[src/pkg/adac_pkg.sv]
// Constants shared by the audio DAC output block and its serialiser.
// Assumes a single core_clk domain that stands in for the PLL clock.
package adac_pkg;
  // Register indices; byte address is four times the index
  localparam logic [7:0] IDX_CTRL_A = 8'h9a;
  localparam logic [7:0] IDX_CTRL_B = 8'h9b;
  localparam logic [7:0] IDX_STATUS = 8'h9c;
  localparam logic [7:0] IDX_DATA = 8'h9d;
  localparam logic [7:0] IDX_CLKDIV = 8'hec;
  localparam logic [7:0] IDX_IEN = 8'ha8;
  // Reset values
  localparam logic [7:0] CTRL_A_RST = 8'h08;
  localparam logic [7:0] CTRL_B_RST = 8'hb2;
  localparam logic [7:0] STATUS_RST = 8'hc0;
  localparam logic [7:0] DATA_RST = 8'hff;
  localparam logic [4:0] CLKDIV_RST = 5'h00;
  // Field positions
  localparam int CA_HLR = 0;
  localparam int CA_CHANNEL_FRAME_SIZE_BIT = 1;
  localparam int CA_POL = 2;
  localparam int CA_JUST = 3;
  localparam int CB_AUDIO_ENABLE_BIT = 0;
  localparam int CB_DUP = 1;
  localparam int CB_UNDERRUN_MASK = 4;
  localparam int CB_SAMPLE_REQUEST_MASK = 5;
  localparam int ST_BUSY = 5;
  localparam int ST_UNDERRUN_FLAG = 6;
  localparam int ST_SAMPLE_REQUEST_FLAG = 7;
  localparam int IEN_AUDIO_INTERRUPT_GLOBAL_ENABLE = 0;
  localparam int IEN_FLAG = 1;
  // Master clock periods per frame, low and high ratio
  localparam logic [8:0] MCLK_RATIO_LO = 9'h100;
  localparam logic [8:0] MCLK_RATIO_HI = 9'h180;
  // Buffer watermarks
  localparam logic [3:0] BUF_FULL = 4'h8;
  localparam logic [3:0] SAMPLE_REQUEST_FLAG_LEVEL = 4'h4;
  typedef enum logic [0:0] {
    ADAC_SER_IDLE = 1'b0,
    ADAC_SER_RUN = 1'b1
  } adac_ser_state_t;
endpackage

[src/pkg/adac_ser_if.sv]
// Link between the buffer and control logic and the serialiser.
// Assumes both ends run on core_clk.
`timescale 1ns/1ns
interface adac_ser_if;
  logic tick;
  logic [3:0] half_ticks;
  logic channel_frame_size_bit;
  logic word_select_polarity_bit;
  logic [4:0] just;
  logic [15:0] word;
  logic word_valid;
  logic take;
  logic bclk;
  logic ws;
  logic sdata;
  modport ctl (
    output tick, half_ticks, channel_frame_size_bit, word_select_polarity_bit, just, word, word_valid,
    input take, bclk, ws, sdata
  );
  modport ser (
    input tick, half_ticks, channel_frame_size_bit, word_select_polarity_bit, just, word, word_valid,
    output take, bclk, ws, sdata
  );
endinterface

[src/hw/adac_top.sv]
// Audio DAC output block: APB registers, 8-sample buffer, clock
// generation and interrupt flag. Assumes core_clk is the PLL clock
// and the APB master follows the usual setup and access phases.
//
// Our own choices: the address map and the APB slave port.
`timescale 1ns/1ns
module adac_top #(
  parameter int DEPTH = 8,
  parameter int ADDR_W = 10
) (
  input wire logic core_clk,
  input wire logic rst,
  input wire logic psel,
  input wire logic penable,
  input wire logic pwrite,
  input wire logic [ADDR_W-1:0] paddr,
  input wire logic [31:0] pwdata,
  output logic [31:0] prdata,
  output logic pready,
  output logic pslverr,
  input wire logic isr_entry,
  output logic audio_irq,
  output logic dac_sys_clk,
  output logic bit_clock_pin,
  output logic word_select_pin,
  output logic serial_data_pin
);
  adac_ser_if sif ();

  // Register fields
  logic [7:0] ctrl_a, next_ctrl_a;
  logic audio_enable_bit, next_audio_enable_bit, sample_request_mask, next_sample_request_mask, underrun_mask, next_underrun_mask;
  logic [1:0] dup, next_dup;
  logic [4:0] clkdiv, next_clkdiv;
  logic audio_interrupt_global_enable, next_audio_interrupt_global_enable;
  // Buffer and flags
  logic [7:0] mem [DEPTH];
  logic [2:0] wr_ptr, next_wr_ptr, rd_ptr, next_rd_ptr;
  logic [3:0] count, next_count;
  logic [2:0] rep, next_rep;
  logic sample_request_flag, next_sample_request_flag, underrun_flag, next_underrun_flag, busy, next_busy;
  logic gflag, next_gflag, next_irq;
  logic push, pop, data_wr, sample_request_flag_set, sample_request_flag_clr, underrun_flag_set, rise;
  // Clock generation
  logic [4:0] div_cnt, next_div_cnt;
  logic sclk, next_sclk, tick;
  // Bus
  logic access, wr_en, setup;
  logic [31:0] next_prdata;
  logic next_pready, next_pslverr;

  function automatic logic hit(input logic [ADDR_W-1:0] a,
                               input logic [7:0] idx);
    hit = (a == ADDR_W'({idx, 2'b00}));
  endfunction

  // Last repeat index for each setting of the repeat field
  function automatic logic [2:0] rep_last(input logic [1:0] d);
    case (d)
      2'b00: rep_last = 3'd0;
      2'b01: rep_last = 3'd1;
      2'b10: rep_last = 3'd3;
      default: rep_last = 3'd5;
    endcase
  endfunction

  assign setup = psel && !penable;
  assign access = psel && penable && pready;
  assign wr_en = access && pwrite;

  // Register writes take effect at the completing access edge
  always_comb begin
    next_ctrl_a = ctrl_a;
    next_audio_enable_bit = audio_enable_bit;
    next_sample_request_mask = sample_request_mask;
    next_underrun_mask = underrun_mask;
    next_dup = dup;
    next_clkdiv = clkdiv;
    next_audio_interrupt_global_enable = audio_interrupt_global_enable;
    if (wr_en && hit(paddr, adac_pkg::IDX_CTRL_A)) begin
      next_ctrl_a = pwdata[7:0];
    end
    if (wr_en && hit(paddr, adac_pkg::IDX_CTRL_B)) begin
      next_audio_enable_bit = pwdata[adac_pkg::CB_AUDIO_ENABLE_BIT];
      next_dup = pwdata[adac_pkg::CB_DUP +: 2];
      next_underrun_mask = pwdata[adac_pkg::CB_UNDERRUN_MASK];
      next_sample_request_mask = pwdata[adac_pkg::CB_SAMPLE_REQUEST_MASK];
    end
    if (wr_en && hit(paddr, adac_pkg::IDX_CLKDIV)) begin
      next_clkdiv = pwdata[4:0];
    end
    if (wr_en && hit(paddr, adac_pkg::IDX_IEN)) begin
      next_audio_interrupt_global_enable = pwdata[adac_pkg::IEN_AUDIO_INTERRUPT_GLOBAL_ENABLE];
    end
  end

  always_ff @(posedge core_clk) begin
    if (rst) begin
      ctrl_a <= adac_pkg::CTRL_A_RST;
      audio_enable_bit <= adac_pkg::CTRL_B_RST[adac_pkg::CB_AUDIO_ENABLE_BIT];
      dup <= adac_pkg::CTRL_B_RST[adac_pkg::CB_DUP +: 2];
      underrun_mask <= adac_pkg::CTRL_B_RST[adac_pkg::CB_UNDERRUN_MASK];
      sample_request_mask <= adac_pkg::CTRL_B_RST[adac_pkg::CB_SAMPLE_REQUEST_MASK];
      clkdiv <= adac_pkg::CLKDIV_RST;
      audio_interrupt_global_enable <= 1'b0;
    end else begin
      ctrl_a <= next_ctrl_a;
      audio_enable_bit <= next_audio_enable_bit;
      dup <= next_dup;
      underrun_mask <= next_underrun_mask;
      sample_request_mask <= next_sample_request_mask;
      clkdiv <= next_clkdiv;
      audio_interrupt_global_enable <= next_audio_interrupt_global_enable;
    end
  end

  // Master clock: one tick per divided period, pin toggles per tick
  always_comb begin
    tick = audio_enable_bit && (div_cnt == clkdiv);
    next_div_cnt = (!audio_enable_bit || tick) ? 5'h00 : 5'(div_cnt + 5'h01);
    next_sclk = audio_enable_bit ? (sclk ^ tick) : 1'b0;
  end

  always_ff @(posedge core_clk) begin
    if (rst) begin
      div_cnt <= 5'h00;
      sclk <= 1'b0;
    end else begin
      div_cnt <= next_div_cnt;
      sclk <= next_sclk;
    end
  end

  // Buffer: a full buffer silently drops further writes
  always_comb begin
    data_wr = wr_en && hit(paddr, adac_pkg::IDX_DATA);
    push = data_wr && !busy;
    pop = sif.take && (rep == rep_last(dup));
    next_rep = rep;
    if (sif.take) begin
      next_rep = pop ? 3'd0 : 3'(rep + 3'd1);
    end
    next_wr_ptr = push ? 3'(wr_ptr + 3'd1) : wr_ptr;
    next_rd_ptr = pop ? 3'(rd_ptr + 3'd1) : rd_ptr;
    next_count = 4'(count + {3'b000, push} - {3'b000, pop});
    next_busy = (next_count == adac_pkg::BUF_FULL);
    sample_request_flag_set = pop && !push && count == adac_pkg::SAMPLE_REQUEST_FLAG_LEVEL;
    sample_request_flag_clr = data_wr ||
               (push && !pop && count == adac_pkg::SAMPLE_REQUEST_FLAG_LEVEL);
    underrun_flag_set = pop && !push && count == 4'h1;
    // A set in the same cycle as a clear wins
    next_sample_request_flag = sample_request_flag_set || (sample_request_flag && !sample_request_flag_clr);
    next_underrun_flag = underrun_flag_set || (underrun_flag && !data_wr);
    rise = (sample_request_flag_set && !sample_request_flag && !sample_request_mask) ||
           (underrun_flag_set && !underrun_flag && !underrun_mask);
    next_gflag = rise || (gflag && !isr_entry);
    next_irq = next_gflag && audio_interrupt_global_enable;
  end

  always_ff @(posedge core_clk) begin
    if (push) begin
      mem[wr_ptr] <= pwdata[7:0];
    end
  end

  always_ff @(posedge core_clk) begin
    if (rst) begin
      wr_ptr <= 3'd0;
      rd_ptr <= 3'd0;
      count <= 4'h0;
      rep <= 3'd0;
      busy <= adac_pkg::STATUS_RST[adac_pkg::ST_BUSY];
      sample_request_flag <= adac_pkg::STATUS_RST[adac_pkg::ST_SAMPLE_REQUEST_FLAG];
      underrun_flag <= adac_pkg::STATUS_RST[adac_pkg::ST_UNDERRUN_FLAG];
      gflag <= 1'b0;
      audio_irq <= 1'b0;
    end else begin
      wr_ptr <= next_wr_ptr;
      rd_ptr <= next_rd_ptr;
      count <= next_count;
      rep <= next_rep;
      busy <= next_busy;
      sample_request_flag <= next_sample_request_flag;
      underrun_flag <= next_underrun_flag;
      gflag <= next_gflag;
      audio_irq <= next_irq;
    end
  end

  // Serialiser feed; the bit half period in master clock half periods
  // is ratio / (2 x bits per channel)
  always_comb begin
    sif.tick = tick;
    sif.channel_frame_size_bit = ctrl_a[adac_pkg::CA_CHANNEL_FRAME_SIZE_BIT];
    sif.word_select_polarity_bit = ctrl_a[adac_pkg::CA_POL];
    sif.just = ctrl_a[adac_pkg::CA_JUST +: 5];
    sif.half_ticks = 4'((ctrl_a[adac_pkg::CA_HLR] ?
                        adac_pkg::MCLK_RATIO_HI : adac_pkg::MCLK_RATIO_LO)
                       >> (ctrl_a[adac_pkg::CA_CHANNEL_FRAME_SIZE_BIT] ? 6 : 5));
    sif.word = {mem[rd_ptr], 8'h00};
    sif.word_valid = audio_enable_bit && (count != 4'h0);
  end

  adac_serializer u_ser (
    .core_clk(core_clk),
    .rst(rst),
    .sif(sif)
  );

  // Bus answers one cycle after setup; reads have no side effects
  always_comb begin
    next_pready = setup;
    next_pslverr = 1'b0;
    next_prdata = prdata;
    if (setup) begin
      next_prdata = 32'h0000_0000;
      if (hit(paddr, adac_pkg::IDX_CTRL_A)) begin
        next_prdata[7:0] = ctrl_a;
      end else if (hit(paddr, adac_pkg::IDX_CTRL_B)) begin
        next_prdata[7:0] = {2'b00, sample_request_mask, underrun_mask, 1'b0, dup, audio_enable_bit};
      end else if (hit(paddr, adac_pkg::IDX_STATUS)) begin
        next_prdata[7:0] = {sample_request_flag, underrun_flag, busy, 5'h00};
      end else if (hit(paddr, adac_pkg::IDX_DATA)) begin
        next_prdata[7:0] = adac_pkg::DATA_RST;
      end else if (hit(paddr, adac_pkg::IDX_CLKDIV)) begin
        next_prdata[7:0] = {3'b000, clkdiv};
      end else if (hit(paddr, adac_pkg::IDX_IEN)) begin
        next_prdata[7:0] = {6'h00, gflag, audio_interrupt_global_enable};
      end else begin
        next_pslverr = 1'b1;
      end
    end
  end

  always_ff @(posedge core_clk) begin
    if (rst) begin
      prdata <= 32'h0000_0000;
      pready <= 1'b0;
      pslverr <= 1'b0;
      dac_sys_clk <= 1'b0;
    end else begin
      prdata <= next_prdata;
      pready <= next_pready;
      pslverr <= next_pslverr;
      dac_sys_clk <= next_sclk;
    end
  end

  assign bit_clock_pin = sif.bclk;
  assign word_select_pin = sif.ws;
  assign serial_data_pin = sif.sdata;
endmodule

[src/hw/adac_serializer.sv]
// Serialiser: turns 16-bit words into bit clock, word select and data.
// Assumes tick marks each master clock half period from the control side.
`timescale 1ns/1ns
module adac_serializer (
  input wire logic core_clk,
  input wire logic rst,
  adac_ser_if.ser sif
);
  adac_pkg::adac_ser_state_t state, next_state;
  logic [3:0] cnt, next_cnt;
  logic [4:0] pos, next_pos;
  logic right, next_right;
  logic [15:0] word_q, next_word;
  logic bclk, next_bclk, ws, next_ws, sdata, next_sdata;
  logic take, next_take, stop;
  logic [4:0] last_bit;

  // Bits before the start point and after the sample are zero
  function automatic logic data_bit(input logic [15:0] w,
                                    input logic [4:0] p,
                                    input logic [4:0] j);
    logic [4:0] d;
    d = p - j;
    data_bit = (p >= j && d < 5'd16) ? w[4'(5'd15 - d)] : 1'b0;
  endfunction

  always_comb begin
    next_state = state;
    next_cnt = cnt;
    next_pos = pos;
    next_right = right;
    next_word = word_q;
    next_bclk = bclk;
    next_ws = ws;
    next_sdata = sdata;
    next_take = 1'b0;
    stop = 1'b0;
    last_bit = sif.channel_frame_size_bit ? 5'd31 : 5'd15;
    case (state)
      adac_pkg::ADAC_SER_IDLE: begin
        next_bclk = 1'b0;
        next_ws = ~sif.word_select_polarity_bit;
        next_sdata = 1'b0;
        if (sif.tick && sif.word_valid) begin
          next_state = adac_pkg::ADAC_SER_RUN;
          next_cnt = 4'h0;
          next_pos = 5'h00;
          next_right = 1'b0;
          next_word = sif.word;
          next_take = 1'b1;
          next_ws = sif.word_select_polarity_bit;
          next_sdata = data_bit(sif.word, 5'h00, sif.just);
        end
      end
      adac_pkg::ADAC_SER_RUN: begin
        if (sif.tick) begin
          if (cnt == 4'(sif.half_ticks - 4'h1)) begin
            next_cnt = 4'h0;
            next_bclk = ~bclk;
            // Data moves on the falling edge so the DAC samples mid-bit
            if (bclk) begin
              if (pos == last_bit) begin
                next_pos = 5'h00;
                next_right = ~right;
                if (right) begin
                  if (sif.word_valid) begin
                    next_word = sif.word;
                    next_take = 1'b1;
                  end else begin
                    stop = 1'b1;
                  end
                end
              end else begin
                next_pos = 5'(pos + 5'h01);
              end
              next_ws = next_right ? ~sif.word_select_polarity_bit : sif.word_select_polarity_bit;
              next_sdata = data_bit(next_word, next_pos, sif.just);
              if (stop) begin
                next_state = adac_pkg::ADAC_SER_IDLE;
                next_bclk = 1'b0;
                next_ws = ~sif.word_select_polarity_bit;
                next_sdata = 1'b0;
              end
            end
          end else begin
            next_cnt = 4'(cnt + 4'h1);
          end
        end
      end
      default: next_state = adac_pkg::ADAC_SER_IDLE;
    endcase
  end

  always_ff @(posedge core_clk) begin
    if (rst) begin
      state <= adac_pkg::ADAC_SER_IDLE;
      cnt <= 4'h0;
      pos <= 5'h00;
      right <= 1'b0;
      word_q <= 16'h0000;
      bclk <= 1'b0;
      ws <= 1'b1;
      sdata <= 1'b0;
      take <= 1'b0;
    end else begin
      state <= next_state;
      cnt <= next_cnt;
      pos <= next_pos;
      right <= next_right;
      word_q <= next_word;
      bclk <= next_bclk;
      ws <= next_ws;
      sdata <= next_sdata;
      take <= next_take;
    end
  end

  assign sif.take = take;
  assign sif.bclk = bclk;
  assign sif.ws = ws;
  assign sif.sdata = sdata;
endmodule

[config.mk]
export PLATFORM = sky130hd
export DESIGN_NAME = adac_top
export DESIGN_NICKNAME = d
export VERILOG_FILES = /design/src/pkg/adac_pkg.sv /design/src/pkg/adac_ser_if.sv /design/src/hw/adac_top.sv /design/src/hw/adac_serializer.sv
export SDC_FILE = /design/constraint.sdc
export NUM_CORES = 1
export LEC_CHECK = 0
export ABC_AREA = 1
export BUFFER_PORTS_ARGS = -buffer_cell sky130_fd_sc_hd__buf_2
export CAP_MARGIN = 30
export CORE_AREA = 2 2 126 128
export DETAILED_ROUTE_END_ITERATION = 8
export DIE_AREA = 0 0 128 130
export PLACE_DENSITY = 0.69
export SKIP_LAST_GASP = 1
export SLEW_MARGIN = 25
export SYNTH_ARGS = -nofsm -noshare
export SYNTH_HDL_FRONTEND = slang
export SYNTH_SLANG_ARGS = --single-unit
[constraint.sdc]
create_clock -name core_clk -period 3.2 [get_ports core_clk]
set_clock_uncertainty 0.2 [all_clocks]
set_input_delay 0.48 -clock core_clk [delete_from_list [all_inputs] [get_ports core_clk]]
set_output_delay 0.48 -clock core_clk [all_outputs]
set_load 0.01 [all_outputs]
After elaboration in Yosys (flattened, before gate mapping)
Memories as Yosys holds them, arrays and structs flattened. A register that Yosys moved wholly into a read port is not among the register bits.
Index checks and enable logic that the tools add are counted.
{ "word_totals": {"register_bits": 84, "ramBits": 64, "input_bits": 48, "out_inout_bits": 39, "word_cells": 229, "mem_count": 1} }
{ "op_classes": {"n_addsub": 13, "magnitude_cmp": 6, "eq_ne": 19, "shift": 1, "n_mux": 96, "bitwise": 7, "reduce_logical": 56} }
{ "memory_table": {"columns": ["memory", "depth", "width", "read_ports", "rd_clocked_by_memory_dff", "wr", "line", "rtl"], "rows": [
  ["mem", 8, 8, 1, 1, 1, "adac_top.sv:37", "logic [7:0] mem [DEPTH];"]
]} }
{ "op_table": {"columns": ["operator", "count"], "rows": [
  ["16-bit 2-to-1 mux", 11],
  ["10-bit equality test (second input constant)", 6],
  ["5-bit 2-to-1 mux", 11],
  ["1-bit 2-to-1 mux", 49],
  ["8-bit 2-to-1 mux", 5],
  ["16-bit case mux with 2 select lines", 1],
  ["1-bit logical AND", 29],
  ["1-bit logical NOT", 12],
  ["4-bit 2-to-1 mux", 3],
  ["1-bit case mux with 2 select lines", 6],
  ["5-bit by 1-bit adder with 5-bit output (second input constant)", 2],
  ["5-bit equality test", 2],
  ["4-bit by 5-bit less-than comparator with 1-bit output (second input constant)", 2],
  ["5-bit less-than comparator (second input constant)", 2],
  ["5-bit case mux with 2 select lines", 1],
  ["3-bit by 1-bit adder with 3-bit output (second input constant)", 3],
  ["3-bit 2-to-1 mux", 3],
  ["3-bit case mux with 3 select lines", 1],
  ["9-bit by 3-bit >> shifter with 4-bit output", 1],
  ["1-bit binary-select mux with 4-bit select", 2],
  ["4-bit case mux with 2 select lines", 1],
  ["4-bit subtractor (first input constant)", 2],
  ["7-bit OR reduction", 1],
  ["1-bit logical OR", 6],
  ["26 further kinds", 36]
]} }

Depth between registers and ports, before layout
Gate-level depths: netlist of run 1.
{ "logic_depth": {"word_depth": 17, "mapped_depth": 19, "ltp_nobuf": 19} }

Hierarchy
From an unflattened synthesis of run 1, not the netlist that was laid out.
{ "hier_totals": {"cells_unflattened": 972, "hier_area_um2": 7850.0} }
{ "modules_own_cells": {"columns": ["module", "n_inst", "cells_per_inst", "area_each_um2", "seq_area_each_um2"], "rows": [
  ["adac_top", 1, 589, 5397.7, 3042.9],
  ["adac_serializer", 1, 383, 2452.4, 620.6]
]} }

Least setup slack after synthesis of run 1
No wires, ideal clock.
{ "synth_timing": {"path_type": "in2reg", "startpoint": "input port paddr[1]", "endpoint": "register busy", "t_arrival_ns": 2.652, "path_slack_ns": 0.270, "stages": 17, "path_buffers": 0, "cell_sequence": "nor3_1 > nand3_1 > nor2_1 > inv_2 > nor2_1 > inv_1 > nor2_4 > inv_1 > ha_1 > inv_1 > ha_1 > inv_1 > fa_1 > xnor2_1 > inv_1 > nand3_1 > nor3_1"} }
{ "synth_between": {"elab_chain_cells": 6} }
{ "synth_rtl": {"columns": ["element", "line", "rtl"], "rows": [
  ["from (decl)", "adac_top.sv:16", "input wire logic [ADDR_W-1:0] paddr,"],
  ["10-bit equality test", "adac_top.sv:54", "hit = (a == ADDR_W'({idx, 2'b00}));"],
  ["1-bit logical AND", "adac_top.sv:136", "data_wr = wr_en && hit(paddr, adac_pkg::IDX_DATA);"],
  ["1-bit logical AND", "adac_top.sv:137", "push = data_wr && !busy;"],
  ["net push", "adac_top.sv:43", "logic push, pop, data_wr, sample_request_flag_set, sample_request_flag_clr, underrun_flag_set, rise;"],
  ["4-bit by 1-bit adder with 4-bit output", "adac_top.sv:145", "next_count = 4'(count + {3'b000, push} - {3'b000, pop});"],
  ["4-bit by 1-bit subtractor with 4-bit output", "adac_top.sv:145", null],
  ["4-bit equality test", "adac_top.sv:146", "next_busy = (next_count == adac_pkg::BUF_FULL);"],
  ["to (signal assigned)", "adac_top.sv:172", "busy <= adac_pkg::STATUS_RST[adac_pkg::ST_BUSY];"],
  ["to (signal assigned)", "adac_top.sv:182", "busy <= next_busy;"],
  ["to (decl)", "adac_top.sv:41", "logic sample_request_flag, next_sample_request_flag, underrun_flag, next_underrun_flag, busy, next_busy;"]
]} }
The timed path passes the listed nets, and every way through them passes these cells.
A chain may end at the register's enable or synchronous reset.

Worst setup path after layout of run 1
{ "layout_timing": {"startpoint": "register u_ser.pos[0]", "endpoint": "register u_ser.sdata, in the netlist u_ser.sif.sdata"} }
{ "layout_between": {"elab_chain_cells": 16, "elab_cells_between_ends": 30, "cone_classes": "add/sub: 3; order compare: 2; eq/ne: 1; mux: 23; reduce/logical: 1"} }
{ "layout_rtl": {"columns": ["element", "line", "rtl"], "rows": [
  ["from (decl)", "adac_serializer.sv:11", "logic [4:0] pos, next_pos;"],
  ["from (signal assigned)", "adac_serializer.sv:108", "pos <= next_pos;"],
  ["5-bit by 1-bit adder with 5-bit output / 5-bit equality test (equally long branches)", "adac_serializer.sv:74, adac_serializer.sv:62", null],
  ["5-bit 2-to-1 mux", "adac_serializer.sv:62", "if (pos == last_bit) begin"],
  ["5-bit 2-to-1 mux", "adac_serializer.sv:61", "if (bclk) begin"],
  ["5-bit 2-to-1 mux", "adac_serializer.sv:57", "if (cnt == 4'(sif.half_ticks - 4'h1)) begin"],
  ["5-bit 2-to-1 mux", "adac_serializer.sv:56", "if (sif.tick) begin"],
  ["5-bit 2-to-1 mux", "adac_serializer.sv:39", "case (state)"],
  ["5-bit subtractor", "adac_serializer.sv:23", "d = p - j;"],
  ["4-bit subtractor", "adac_serializer.sv:24", "data_bit = (p >= j && d < 5'd16) ? w[4'(5'd15 - d)] : 1'b0;"],
  ["1-bit binary-select mux with 4-bit select", "adac_serializer.sv:24", null],
  ["1-bit 2-to-1 mux (implied by the code)", "adac_serializer.sv:24", null],
  ["1-bit 2-to-1 mux", "adac_serializer.sv:24", null],
  ["1-bit 2-to-1 mux (*)", "adac_serializer.sv:78", "if (stop) begin"],
  ["1-bit 2-to-1 mux (*)", "adac_serializer.sv:61", null],
  ["1-bit 2-to-1 mux (*)", "adac_serializer.sv:57", null],
  ["1-bit 2-to-1 mux (*)", "adac_serializer.sv:56", null],
  ["1-bit case mux with 2 select lines (*)", "adac_serializer.sv:39", null],
  ["to (signal assigned)", "adac_serializer.sv:113", "sdata <= next_sdata;"],
  ["to (decl)", "adac_serializer.sv:14", "logic bclk, next_bclk, ws, next_ws, sdata, next_sdata;"]
]} }
Mark *: on every way between the ends. The rest lies on a longest branch, timed or not. The select of a mux whose other input is x is not followed.

==> results of run 1 <==
==> where the power goes <==
part	internal (W)	leakage, nW	total, W	switching (W)
clock network	0.00114	0.264	0.00192	0.000780
logic	0.0000317	2.11	0.000118	0.0000862
registers	0.00201	1.28	0.00202	0.00000712
total	0.00318	3.65	0.00406	0.000873
==> flip-flops by register name (all words and copies together) (netlist names), 2 cells and up, named ones only <==
signal / cells
mem: 64
u_ser.word_q: 16
ctrl_a: 8
prdata: 8
clkdiv: 5
div_cnt: 5
u_ser.pos: 5
count: 4
u_ser.cnt: 4
rd_ptr: 3
rep: 3
wr_ptr: 3
dup: 2
==> per-layer routing <==
| metal | vias to the layer above | global-route usage (%) |
|---|---|---|
| met3 | 27 | 4.10 |
| met2 | 157 | 35.9 |
| li1 | 3052 | - |
| met5 | - | 0 |
| met1 | 2728 | 26.5 |
| met4 | 0 | 8.47 |
==> cells by family after synthesis <==
| kind of cell | Yosys count | share of synthesized area [%] |
|---|---|---|
| flops | 151 | 49.1 |
| other cells | 1 | 0.0503 |
| xor+xnor | 20 | 2.35 |
| compound gates | 137 | 10.3 |
| simple gates | 394 | 22.9 |
| buf+inv | 187 | 11.0 |
| fa+ha+maj | 25 | 4.39 |
==> final cells by class <==
| class | count | area (sq um) |
|---|---|---|
| Fill cell | 1427 | 6990 |
| Inverter | 139 | 522 |
| Timing Repair Buffer | 63 | 378 |
| Clock inverter | 13 | 129 |
| Multi-Input combinational cell | 600 | 3070 |
| Clock buffer | 19 | 433 |
| Tap cell | 192 | 240 |
| Sequential cell | 151 | 3660 |
==> layout by cell type (no fill, tap or decap), drive strengths merged, types with 2 or more instances in the layout <==
master / n
nand2: 171
inv: 138
nor2: 112
dfxtp: 87
nand3: 71
edfxtp: 64
buf: 63
o21ai: 60
a21oi: 47
nor3: 27
conb: 24
ha: 23
clkbuf: 19
xor2: 14
o211ai: 12
clkinv: 9
a211oi: 7
xnor2: 6
nand4: 5
a31oi: 4
nor3b: 3
clkinvlp: 3
o2111ai: 2
o221ai: 2
or2: 2
fa: 2
bufinv: 2
nor4: 2
==> metrics by stage <==
| step | utilization, % | hold WS, ps | instances | total power (W) |
|---|---|---|---|---|
| after CTS | 54.6 | 180 | 1177 | 0.00407 |
| after detailed placement | 51.0 | 231 | 1145 | 0.00218 |
| after global routing | 54.7 | 206 | 1177 | 0.00416 |
| after floorplan | - | 222 | 938 | 0.00214 |
| after global placement | 51.0 | 229 | 1145 | 0.00218 |
| final | 54.7 | 180 | 1177 | 0.00406 |
==> cell usage after synthesis (7+ instances only) <==
| master | number | share of area [%] |
|---|---|---|
| sky130_fd_sc_hd__buf_4 | 24 | 2.4 |
| sky130_fd_sc_hd__nand3_1 | 70 | 4.7 |
| sky130_fd_sc_hd__nor3_1 | 27 | 1.8 |
| sky130_fd_sc_hd__clkbuf_1 | 7 | 0.35 |
| sky130_fd_sc_hd__xor2_1 | 14 | 1.6 |
| sky130_fd_sc_hd__buf_2 | 10 | 0.67 |
| sky130_fd_sc_hd__nor2_1 | 108 | 5.4 |
| sky130_fd_sc_hd__o211ai_1 | 12 | 1.2 |
| sky130_fd_sc_hd__nand2_1 | 167 | 8.4 |
| sky130_fd_sc_hd__a211oi_1 | 7 | 0.70 |
| sky130_fd_sc_hd__dfxtp_1 | 87 | 23 |
| sky130_fd_sc_hd__ha_1 | 23 | 3.9 |
| sky130_fd_sc_hd__edfxtp_1 | 64 | 26 |
| sky130_fd_sc_hd__inv_1 | 134 | 6.7 |
| sky130_fd_sc_hd__o21ai_0 | 59 | 4.0 |
| sky130_fd_sc_hd__a21oi_1 | 47 | 3.2 |
==> final timing paths <==
check,from,end,slack [ps],depth (start not counted)
worst max register to register,u_ser.pos[0]$_SDFFE_PP0P_,u_ser.sif.sdata$_SDFFE_PP0P_,360,16
worst max-delay path,u_ser.pos[0]$_SDFFE_PP0P_,u_ser.sif.sdata$_SDFFE_PP0P_,360,16
worst min register to register,u_ser.word_q[0]$_SDFFE_PP0P_,u_ser.word_q[0]$_SDFFE_PP0P_,240,2
worst min-delay path,pwdata[6],mem[6][6]$_DFFE_PP_,180,1
==> flow_summary.html, run 1 <==
<table>
<tr><th>Metric</th><th>Value</th></tr>
<tr><th colspan="2">Finish</th></tr>
<tr><td>Fin nets</td><td>1045</td></tr>
<tr><td>Diodes inserted</td><td>0</td></tr>
<tr><td>Ratio of cells with drive above 1 in the final layout</td><td>approximately 11%</td></tr>
<tr><td>Area growth, synth to finish</td><td>13.1%</td></tr>
<tr><td>Post-route design area</td><td>8440 sq um</td></tr>
<tr><th colspan="2">Yosys</th></tr>
<tr><td>Warning count from the yosys run</td><td>0</td></tr>
<tr><td>Instance count of the mapped netlist</td><td>915</td></tr>
<tr><td>Most used flip-flop cell after synthesis</td><td>sky130_fd_sc_hd__dfxtp_1</td></tr>
<tr><td>Distinct cell type count after synthesis</td><td>41</td></tr>
<tr><td>Post-Syn Area per Cell</td><td>roughly 8.2 sq um</td></tr>
<tr><td>Synth Cell Area</td><td>around 7500 sq um</td></tr>
<tr><td>Seq cells post-synth</td><td>approximately 150</td></tr>
<tr><td>Post-synth EDFFs</td><td>between 60 and 70</td></tr>
<tr><td>Share of the yosys chip area belonging to registers</td><td>49.1%</td></tr>
<tr><td>Async S/R FF share, synth</td><td>0%</td></tr>
<tr><th colspan="2">Worst setup path</th></tr>
<tr><td>Startpoint types</td><td>flop</td></tr>
<tr><td>Data arrival time at the worst-slack endpoint</td><td>3000 ps</td></tr>
<tr><td>Combined buffer and inverter count along the critical path</td><td>1</td></tr>
<tr><td>Top fanout value on the critical path</td><td>9</td></tr>
<tr><td>Worst Setup End Kind</td><td>flop</td></tr>
<tr><td>Cell with the largest stage delay on the worst path</td><td>sky130_fd_sc_hd__fa_1</td></tr>
<tr><td>Delay of the slowest cell on the worst path</td><td>around 430 ps</td></tr>
<tr><td>Largest delay contributor family on the critical path</td><td>adder cells</td></tr>
<tr><td>Worst endpoint required time</td><td>between 3000 and 4000 ps</td></tr>
<tr><td>Crit path kind</td><td>reg -&gt; reg</td></tr>
<tr><td>Chain of cells forming the critical path</td><td>ha_1, nand2_1, nor2_1, nand2_2, nand2_1, ha_1, fa_1, xnor2_2, inv_1, a21oi_1, o21ai_0, nand3_1, nand3b_1, a21oi_1, nand2_1, a21oi_1</td></tr>
<tr><th colspan="2">Placed design</th></tr>
<tr><td>Placer's final routability congestion estimate</td><td>0.830</td></tr>
<tr><td>PortBufs</td><td>38</td></tr>
<tr><td>Detailed placer's ending HPWL</td><td>between 10000 and 15000 um</td></tr>
<tr><td>Placement-stage cell area</td><td>slightly below 8000 sq um</td></tr>
<tr><td>DP Worst Slack</td><td>around 100 ps</td></tr>
<tr><th colspan="2">Timing</th></tr>
<tr><td>Total negative slack for setup checks</td><td>0 ps</td></tr>
<tr><td>Endpoints failing setup</td><td>0</td></tr>
<tr><td>Shortest period the worst path allows</td><td>2840 ps</td></tr>
<tr><td>Pin slew with the least headroom to its limit</td><td>approximately 690 ps</td></tr>
<tr><td>Number of pins exceeding their max-slew limit in the final report</td><td>0</td></tr>
<tr><td>Number of hold-slack violations in the final timing report</td><td>0</td></tr>
<tr><td>RSZ-0062 raised after global routing</td><td>false</td></tr>
<tr><td>Final worst-path setup slack</td><td>between 300 and 400 ps</td></tr>
<tr><td>Achievable clock frequency</td><td>around 0.35 GHz</td></tr>
<tr><td>Tightest slew margin relative to the limit</td><td>between 50% and 60%</td></tr>
<tr><td>Final cycle utilization of the critical path</td><td>~89%</td></tr>
<tr><th colspan="2">Die</th></tr>
<tr><td>IO Count</td><td>87</td></tr>
<tr><td>Row cnt</td><td>46</td></tr>
<tr><td>Area inside the core boundary</td><td>15400 sq um</td></tr>
<tr><td>Die Area</td><td>16600 sq um</td></tr>
<tr><td>Effective utilization at floorplan</td><td>between 40% and 50%</td></tr>
<tr><td>DIE WIDTH</td><td>roughly 130 um</td></tr>
<tr><td>Vert. Die Dim</td><td>about 130 um</td></tr>
<tr><th colspan="2">Clock tree</th></tr>
<tr><td>Clk slew on worst S/H paths</td><td>60 ps</td></tr>
<tr><td>Resized cells post-CTS</td><td>0</td></tr>
<tr><td>Post-cts hold buffer count</td><td>0</td></tr>
<tr><td>Clk_lat worst skew</td><td>around 430 ps</td></tr>
<tr><td>Clock buffer count from CTS</td><td>17</td></tr>
<tr><td>Clock root cell</td><td>sky130_fd_sc_hd__clkbuf_16</td></tr>
<tr><td>Num Clock Sinks</td><td>about 150</td></tr>
<tr><td>Clk buf depth</td><td>2</td></tr>
<tr><td>Post-CTS setup buffers</td><td>0</td></tr>
<tr><td>CTS HTree Levels</td><td>4</td></tr>
<tr><td>Clock tree from TritonCTS</td><td>built</td></tr>
<tr><th colspan="2">Power and ir drop</th></tr>
<tr><td>IR drop worst, VDD</td><td>~0.28 mV</td></tr>
<tr><td>Power Density</td><td>roughly 480 nW/um^2</td></tr>
<tr><td>Leakage power of the design</td><td>~3.7 nW</td></tr>
<tr><th colspan="2">Drt</th></tr>
<tr><td>Detailed route wirelength on metal3</td><td>827 um</td></tr>
<tr><td>Vias after detailed routing</td><td>5964</td></tr>
<tr><td>Drt first pass iters</td><td>5</td></tr>
<tr><td>Top Metal Used</td><td>met4</td></tr>
<tr><td>Met2 wirelength from detailed routing</td><td>7710 um</td></tr>
<tr><td>DR iter-0 viols</td><td>between 400 and 500</td></tr>
<tr><td>Detailed-route DRC error count</td><td>0</td></tr>
<tr><td>Post-detailed-routing wire length</td><td>roughly 16000 um</td></tr>
<tr><td>Routed metal-1 wire length</td><td>~7500 um</td></tr>
<tr><td>Drt wl/cell</td><td>about 14 um</td></tr>
<tr><td>Antenna viol nets, final</td><td>0</td></tr>
<tr><td>Via count normalized by instance count</td><td>about 5.1</td></tr>
<tr><th colspan="2">Global routing</th></tr>
<tr><td>First-pass GRT wire length</td><td>between 20000 and 30000 um</td></tr>
<tr><td>Pin count of the biggest net entering global routing</td><td>50</td></tr>
<tr><td>Overflow left after global routing</td><td>0</td></tr>
<tr><td>Initial antenna violation count</td><td>0</td></tr>
<tr><td>Total routing usage reported by global routing</td><td>about a fifth</td></tr>
<tr><td>Number of global-route vias before repair</td><td>5673</td></tr>
<tr><th colspan="2">Run status</th></tr>
<tr><td>Run status</td><td>complete, no violations</td></tr>
<tr><th colspan="2">Worst hold path</th></tr>
<tr><td>Worst hold-check path type</td><td>in -&gt; reg</td></tr>
<tr><th colspan="2">Run</th></tr>
<tr><td>Max-cap check violation count</td><td>0</td></tr>
</table>
Power figures use the tool's default switching activity.
==> inputs of run 2 (changes only) <==
--- a/config.mk
+++ b/config.mk
@@ -12,6 +12,7 @@
 export DETAILED_ROUTE_END_ITERATION = 8
 export DIE_AREA = 0 0 128 130
 export PLACE_DENSITY = 0.69
+export RECOVER_POWER = 25
 export SKIP_LAST_GASP = 1
 export SLEW_MARGIN = 25
 export SYNTH_ARGS = -nofsm -noshare
==> run 2 against run 1 <==
Net effect:
- sequential share of layout area rose by 0.052 points
- total power fell by 0.19%
- worst setup slack improved by 1.7 ps
==> flow_summary.html, run 2 (synthesis results as in run 1) <==
<table>
<tr><th>Metric</th><th>Value</th></tr>
<tr><th colspan="2">Timing</th></tr>
<tr><td>Number of hold-slack violations in the final timing report</td><td>0 (unchanged)</td></tr>
<tr><td>Total negative slack for setup checks</td><td>0 ps (unchanged)</td></tr>
<tr><td>RSZ-0062 raised after global routing</td><td>false</td></tr>
<tr><td>Tightest slew margin relative to the limit</td><td>53.5% (about the same)</td></tr>
<tr><td>Pin slew with the least headroom to its limit</td><td>695 ps (+0.385 ps)</td></tr>
<tr><td>Final cycle utilization of the critical path</td><td>88.6% (about the same)</td></tr>
<tr><td>Number of pins exceeding their max-slew limit in the final report</td><td>0 (unchanged)</td></tr>
<tr><td>Achievable clock frequency</td><td>0.353 GHz (about the same)</td></tr>
<tr><td>Endpoints failing setup</td><td>0 (unchanged)</td></tr>
<tr><td>Shortest period the worst path allows</td><td>2830 ps (-1.70 ps)</td></tr>
<tr><th colspan="2">Finish</th></tr>
<tr><td>Max FFs per register</td><td>64 (unchanged)</td></tr>
<tr><td>Register name with the most flops</td><td>mem</td></tr>
<tr><td>Fin nets</td><td>1045 (unchanged)</td></tr>
<tr><td>Largest registers</td><td>mem: 64 flops, u_ser.word_q: 16 flops</td></tr>
<tr><td>Ratio of cells with drive above 1 in the final layout</td><td>10.1% (-0.81 points)</td></tr>
<tr><td>Commonest cells after routing, fill and taps aside</td><td>sky130_fd_sc_hd__nand2_1 (167), sky130_fd_sc_hd__inv_1 (134), sky130_fd_sc_hd__nor2_1 (108)</td></tr>
<tr><td>Filler instances</td><td>1432 (+0.35%)</td></tr>
<tr><td>Area growth, synth to finish</td><td>12.9%</td></tr>
<tr><td>Most common cell after layout, fill and taps aside</td><td>sky130_fd_sc_hd__nand2_1</td></tr>
<tr><td>Post-route design area</td><td>8430 sq um (-0.12%)</td></tr>
<tr><td>Diodes inserted</td><td>0 (unchanged)</td></tr>
<tr><th colspan="2">Clock tree</th></tr>
<tr><td>Num Clock Sinks</td><td>151 (unchanged)</td></tr>
<tr><td>Clk_lat worst skew</td><td>420 ps (about the same)</td></tr>
<tr><td>CTS HTree Levels</td><td>4 (unchanged)</td></tr>
<tr><td>Clk slew on worst S/H paths</td><td>60 ps (about the same)</td></tr>
<tr><td>Clock tree from TritonCTS</td><td>built</td></tr>
<tr><td>Clock root cell</td><td>sky130_fd_sc_hd__clkbuf_16</td></tr>
<tr><td>Post-CTS setup buffers</td><td>0 (unchanged)</td></tr>
<tr><td>Clock buffer count from CTS</td><td>17 (unchanged)</td></tr>
<tr><td>Clk buf depth</td><td>2 (unchanged)</td></tr>
<tr><th colspan="2">Drt</th></tr>
<tr><td>Drt first pass iters</td><td>5 (unchanged)</td></tr>
<tr><td>Drt wl/cell</td><td>13.9 um (about the same)</td></tr>
<tr><td>Vias after detailed routing</td><td>5952 (-0.20%)</td></tr>
<tr><td>Detailed-route DRC error count</td><td>0 (unchanged)</td></tr>
<tr><td>Via count normalized by instance count</td><td>5.06 (-0.20%)</td></tr>
<tr><td>Post-detailed-routing wire length</td><td>16300 um (about the same)</td></tr>
<tr><td>DR iter-0 viols</td><td>361 (-15%)</td></tr>
<tr><td>Antenna viol nets, final</td><td>0 (unchanged)</td></tr>
<tr><th colspan="2">Placed design</th></tr>
<tr><td>Detailed placer's ending HPWL</td><td>11400 um (unchanged)</td></tr>
<tr><td>Placement-stage cell area</td><td>7870 sq um (unchanged)</td></tr>
<tr><td>PortBufs</td><td>38 (unchanged)</td></tr>
<tr><td>Placer's final routability congestion estimate</td><td>0.830 (unchanged)</td></tr>
<tr><th colspan="2">Global routing</th></tr>
<tr><td>Total routing usage reported by global routing</td><td>21.0% (unchanged)</td></tr>
<tr><td>Pin count of the biggest net entering global routing</td><td>50 (unchanged)</td></tr>
<tr><td>First-pass GRT wire length</td><td>27400 um (unchanged)</td></tr>
<tr><td>Initial antenna violation count</td><td>0 (unchanged)</td></tr>
<tr><td>Number of global-route vias before repair</td><td>5673 (unchanged)</td></tr>
<tr><td>Overflow left after global routing</td><td>0 (unchanged)</td></tr>
<tr><th colspan="2">Worst setup path</th></tr>
<tr><td>Critical path origin</td><td>u_ser.pos[0]$_SDFFE_PP0P_</td></tr>
<tr><td>Reg-to-reg slack, setup</td><td>370 ps (about the same)</td></tr>
<tr><td>Top fanout value on the critical path</td><td>9 (unchanged)</td></tr>
<tr><td>Startpoint types</td><td>flop</td></tr>
<tr><td>Worst Setup End Kind</td><td>flop</td></tr>
<tr><td>Worst flop-to-flop path startpoint</td><td>u_ser.pos[0]$_SDFFE_PP0P_</td></tr>
<tr><td>Crit path kind</td><td>reg -&gt; reg</td></tr>
<tr><td>Worst endpoint required time</td><td>3360 ps (about the same)</td></tr>
<tr><td>Data arrival time at the worst-slack endpoint</td><td>2990 ps (about the same)</td></tr>
<tr><td>Cell count of the worst reg-to-reg path</td><td>16 (unchanged)</td></tr>
<tr><th colspan="2">Worst hold path</th></tr>
<tr><td>Count of cells along the worst hold path</td><td>4 (+3)</td></tr>
<tr><td>Worst hold-check path type</td><td>in -&gt; reg</td></tr>
<tr><td>Start point of the worst hold path</td><td>isr_entry</td></tr>
<tr><th colspan="2">Run</th></tr>
<tr><td>Max-cap check violation count</td><td>0 (unchanged)</td></tr>
<tr><th colspan="2">Run status</th></tr>
<tr><td>Run status</td><td>complete, no violations</td></tr>
<tr><th colspan="2">Power and ir drop</th></tr>
<tr><td>Leakage power of the design</td><td>3.63 nW (-0.60%)</td></tr>
<tr><td>IR drop worst, VDD</td><td>0.277 mV (+0.12%)</td></tr>
<tr><td>Power Density</td><td>480 nW/um^2 (about the same)</td></tr>
<tr><td>Total power</td><td>0.00405 W (-0.19%)</td></tr>
<tr><th colspan="2">Die</th></tr>
<tr><td>Row cnt</td><td>46 (unchanged)</td></tr>
<tr><td>IO Count</td><td>87 (unchanged)</td></tr>
<tr><td>Effective utilization at floorplan</td><td>48.4% (unchanged)</td></tr>
<tr><td>DIE WIDTH</td><td>128 um (unchanged)</td></tr>
<tr><td>Die Area</td><td>16600 sq um (unchanged)</td></tr>
<tr><td>Vert. Die Dim</td><td>130 um (unchanged)</td></tr>
<tr><td>Area inside the core boundary</td><td>15400 sq um (unchanged)</td></tr>
</table>
-- run 2: changes by cell type in the layout (fill, tap and decap cells not counted) --
cell                       before  now
sky130_fd_sc_hd__clkbuf_1       2   10
sky130_fd_sc_hd__buf_2         38   30
-- run 2: path summary, 6_finish.rpt --
path,endpoint
setup reg to reg,u_ser.sif.sdata$_SDFFE_PP0P_
hold / removal,gflag$_SDFF_PP0_
hold reg to reg,u_ser.word_q[0]$_SDFFE_PP0P_
setup / recovery,u_ser.sif.sdata$_SDFFE_PP0P_
-- run 2: timing repair --
item,4_1_cts,5_1_grt
hold buffers,0,0
gates resized for setup,0,1
endpoints found under the hold margin,0,0
setup endpoints to repair,0,1
-- run 2: worst max-delay path, stage by stage (launching register included) --
cell	delay, ps
sky130_fd_sc_hd__dfxtp_1	340
sky130_fd_sc_hd__ha_1	230
sky130_fd_sc_hd__nand2_1	70
sky130_fd_sc_hd__nor2_1	60
sky130_fd_sc_hd__nand2_2	150
sky130_fd_sc_hd__nand2_1	70
sky130_fd_sc_hd__ha_1	200
sky130_fd_sc_hd__fa_1	430
sky130_fd_sc_hd__xnor2_2	150
sky130_fd_sc_hd__inv_1	140
sky130_fd_sc_hd__a21oi_1	140
sky130_fd_sc_hd__o21ai_0	90
sky130_fd_sc_hd__nand3_1	90
sky130_fd_sc_hd__nand3b_1	90
sky130_fd_sc_hd__a21oi_1	130
sky130_fd_sc_hd__nand2_1	80
sky130_fd_sc_hd__a21oi_1	110
-- run 2: final cells by class --
cell class | count | area (sq um) | share of cell area (%)
clock inverters | 13 | 129 | 1.53
repair buffers | 63 | 368 | 4.37
well taps | 192 | 240 | 2.85
flip-flops and latches | 151 | 3660 | 43.5
inverters | 139 | 522 | 6.19
clock buffers | 19 | 433 | 5.14
multi-input cells | 600 | 3070 | 36.5
-- run 2: through the flow --
step	cells	setup WS [ps]	utilization [%]	hold WS (ps)
finish	1177	365	54.6	226
CTS	1177	316	54.6	180
detailed placement	1145	101	51.0	231
floorplan	938	270	-	222
global placement	1145	101	51.0	229
global route	1177	56.9	54.6	259
-- run 2: per-layer routing --
layer  GRT usage (%)  up-vias  part of all wire [%]
li1                -     3054                     -
met1            26.5     2723                    46
met2            35.9      148                    47
met3            4.10       27                   4.9
met4            8.47        0                   2.1
met5               0        -                     0
-- run 2: power breakdown --
| group | total (W) | internal (W) | leakage, nW | switching, W |
|---|---|---|---|---|
| clock | 0.00191 | 0.00114 | 0.264 | 0.000772 |
| combinational | 0.000117 | 0.0000302 | 2.09 | 0.0000865 |
| sequential | 0.00202 | 0.00201 | 1.28 | 0.00000735 |
| total | 0.00405 | 0.00318 | 3.63 | 0.000866 |
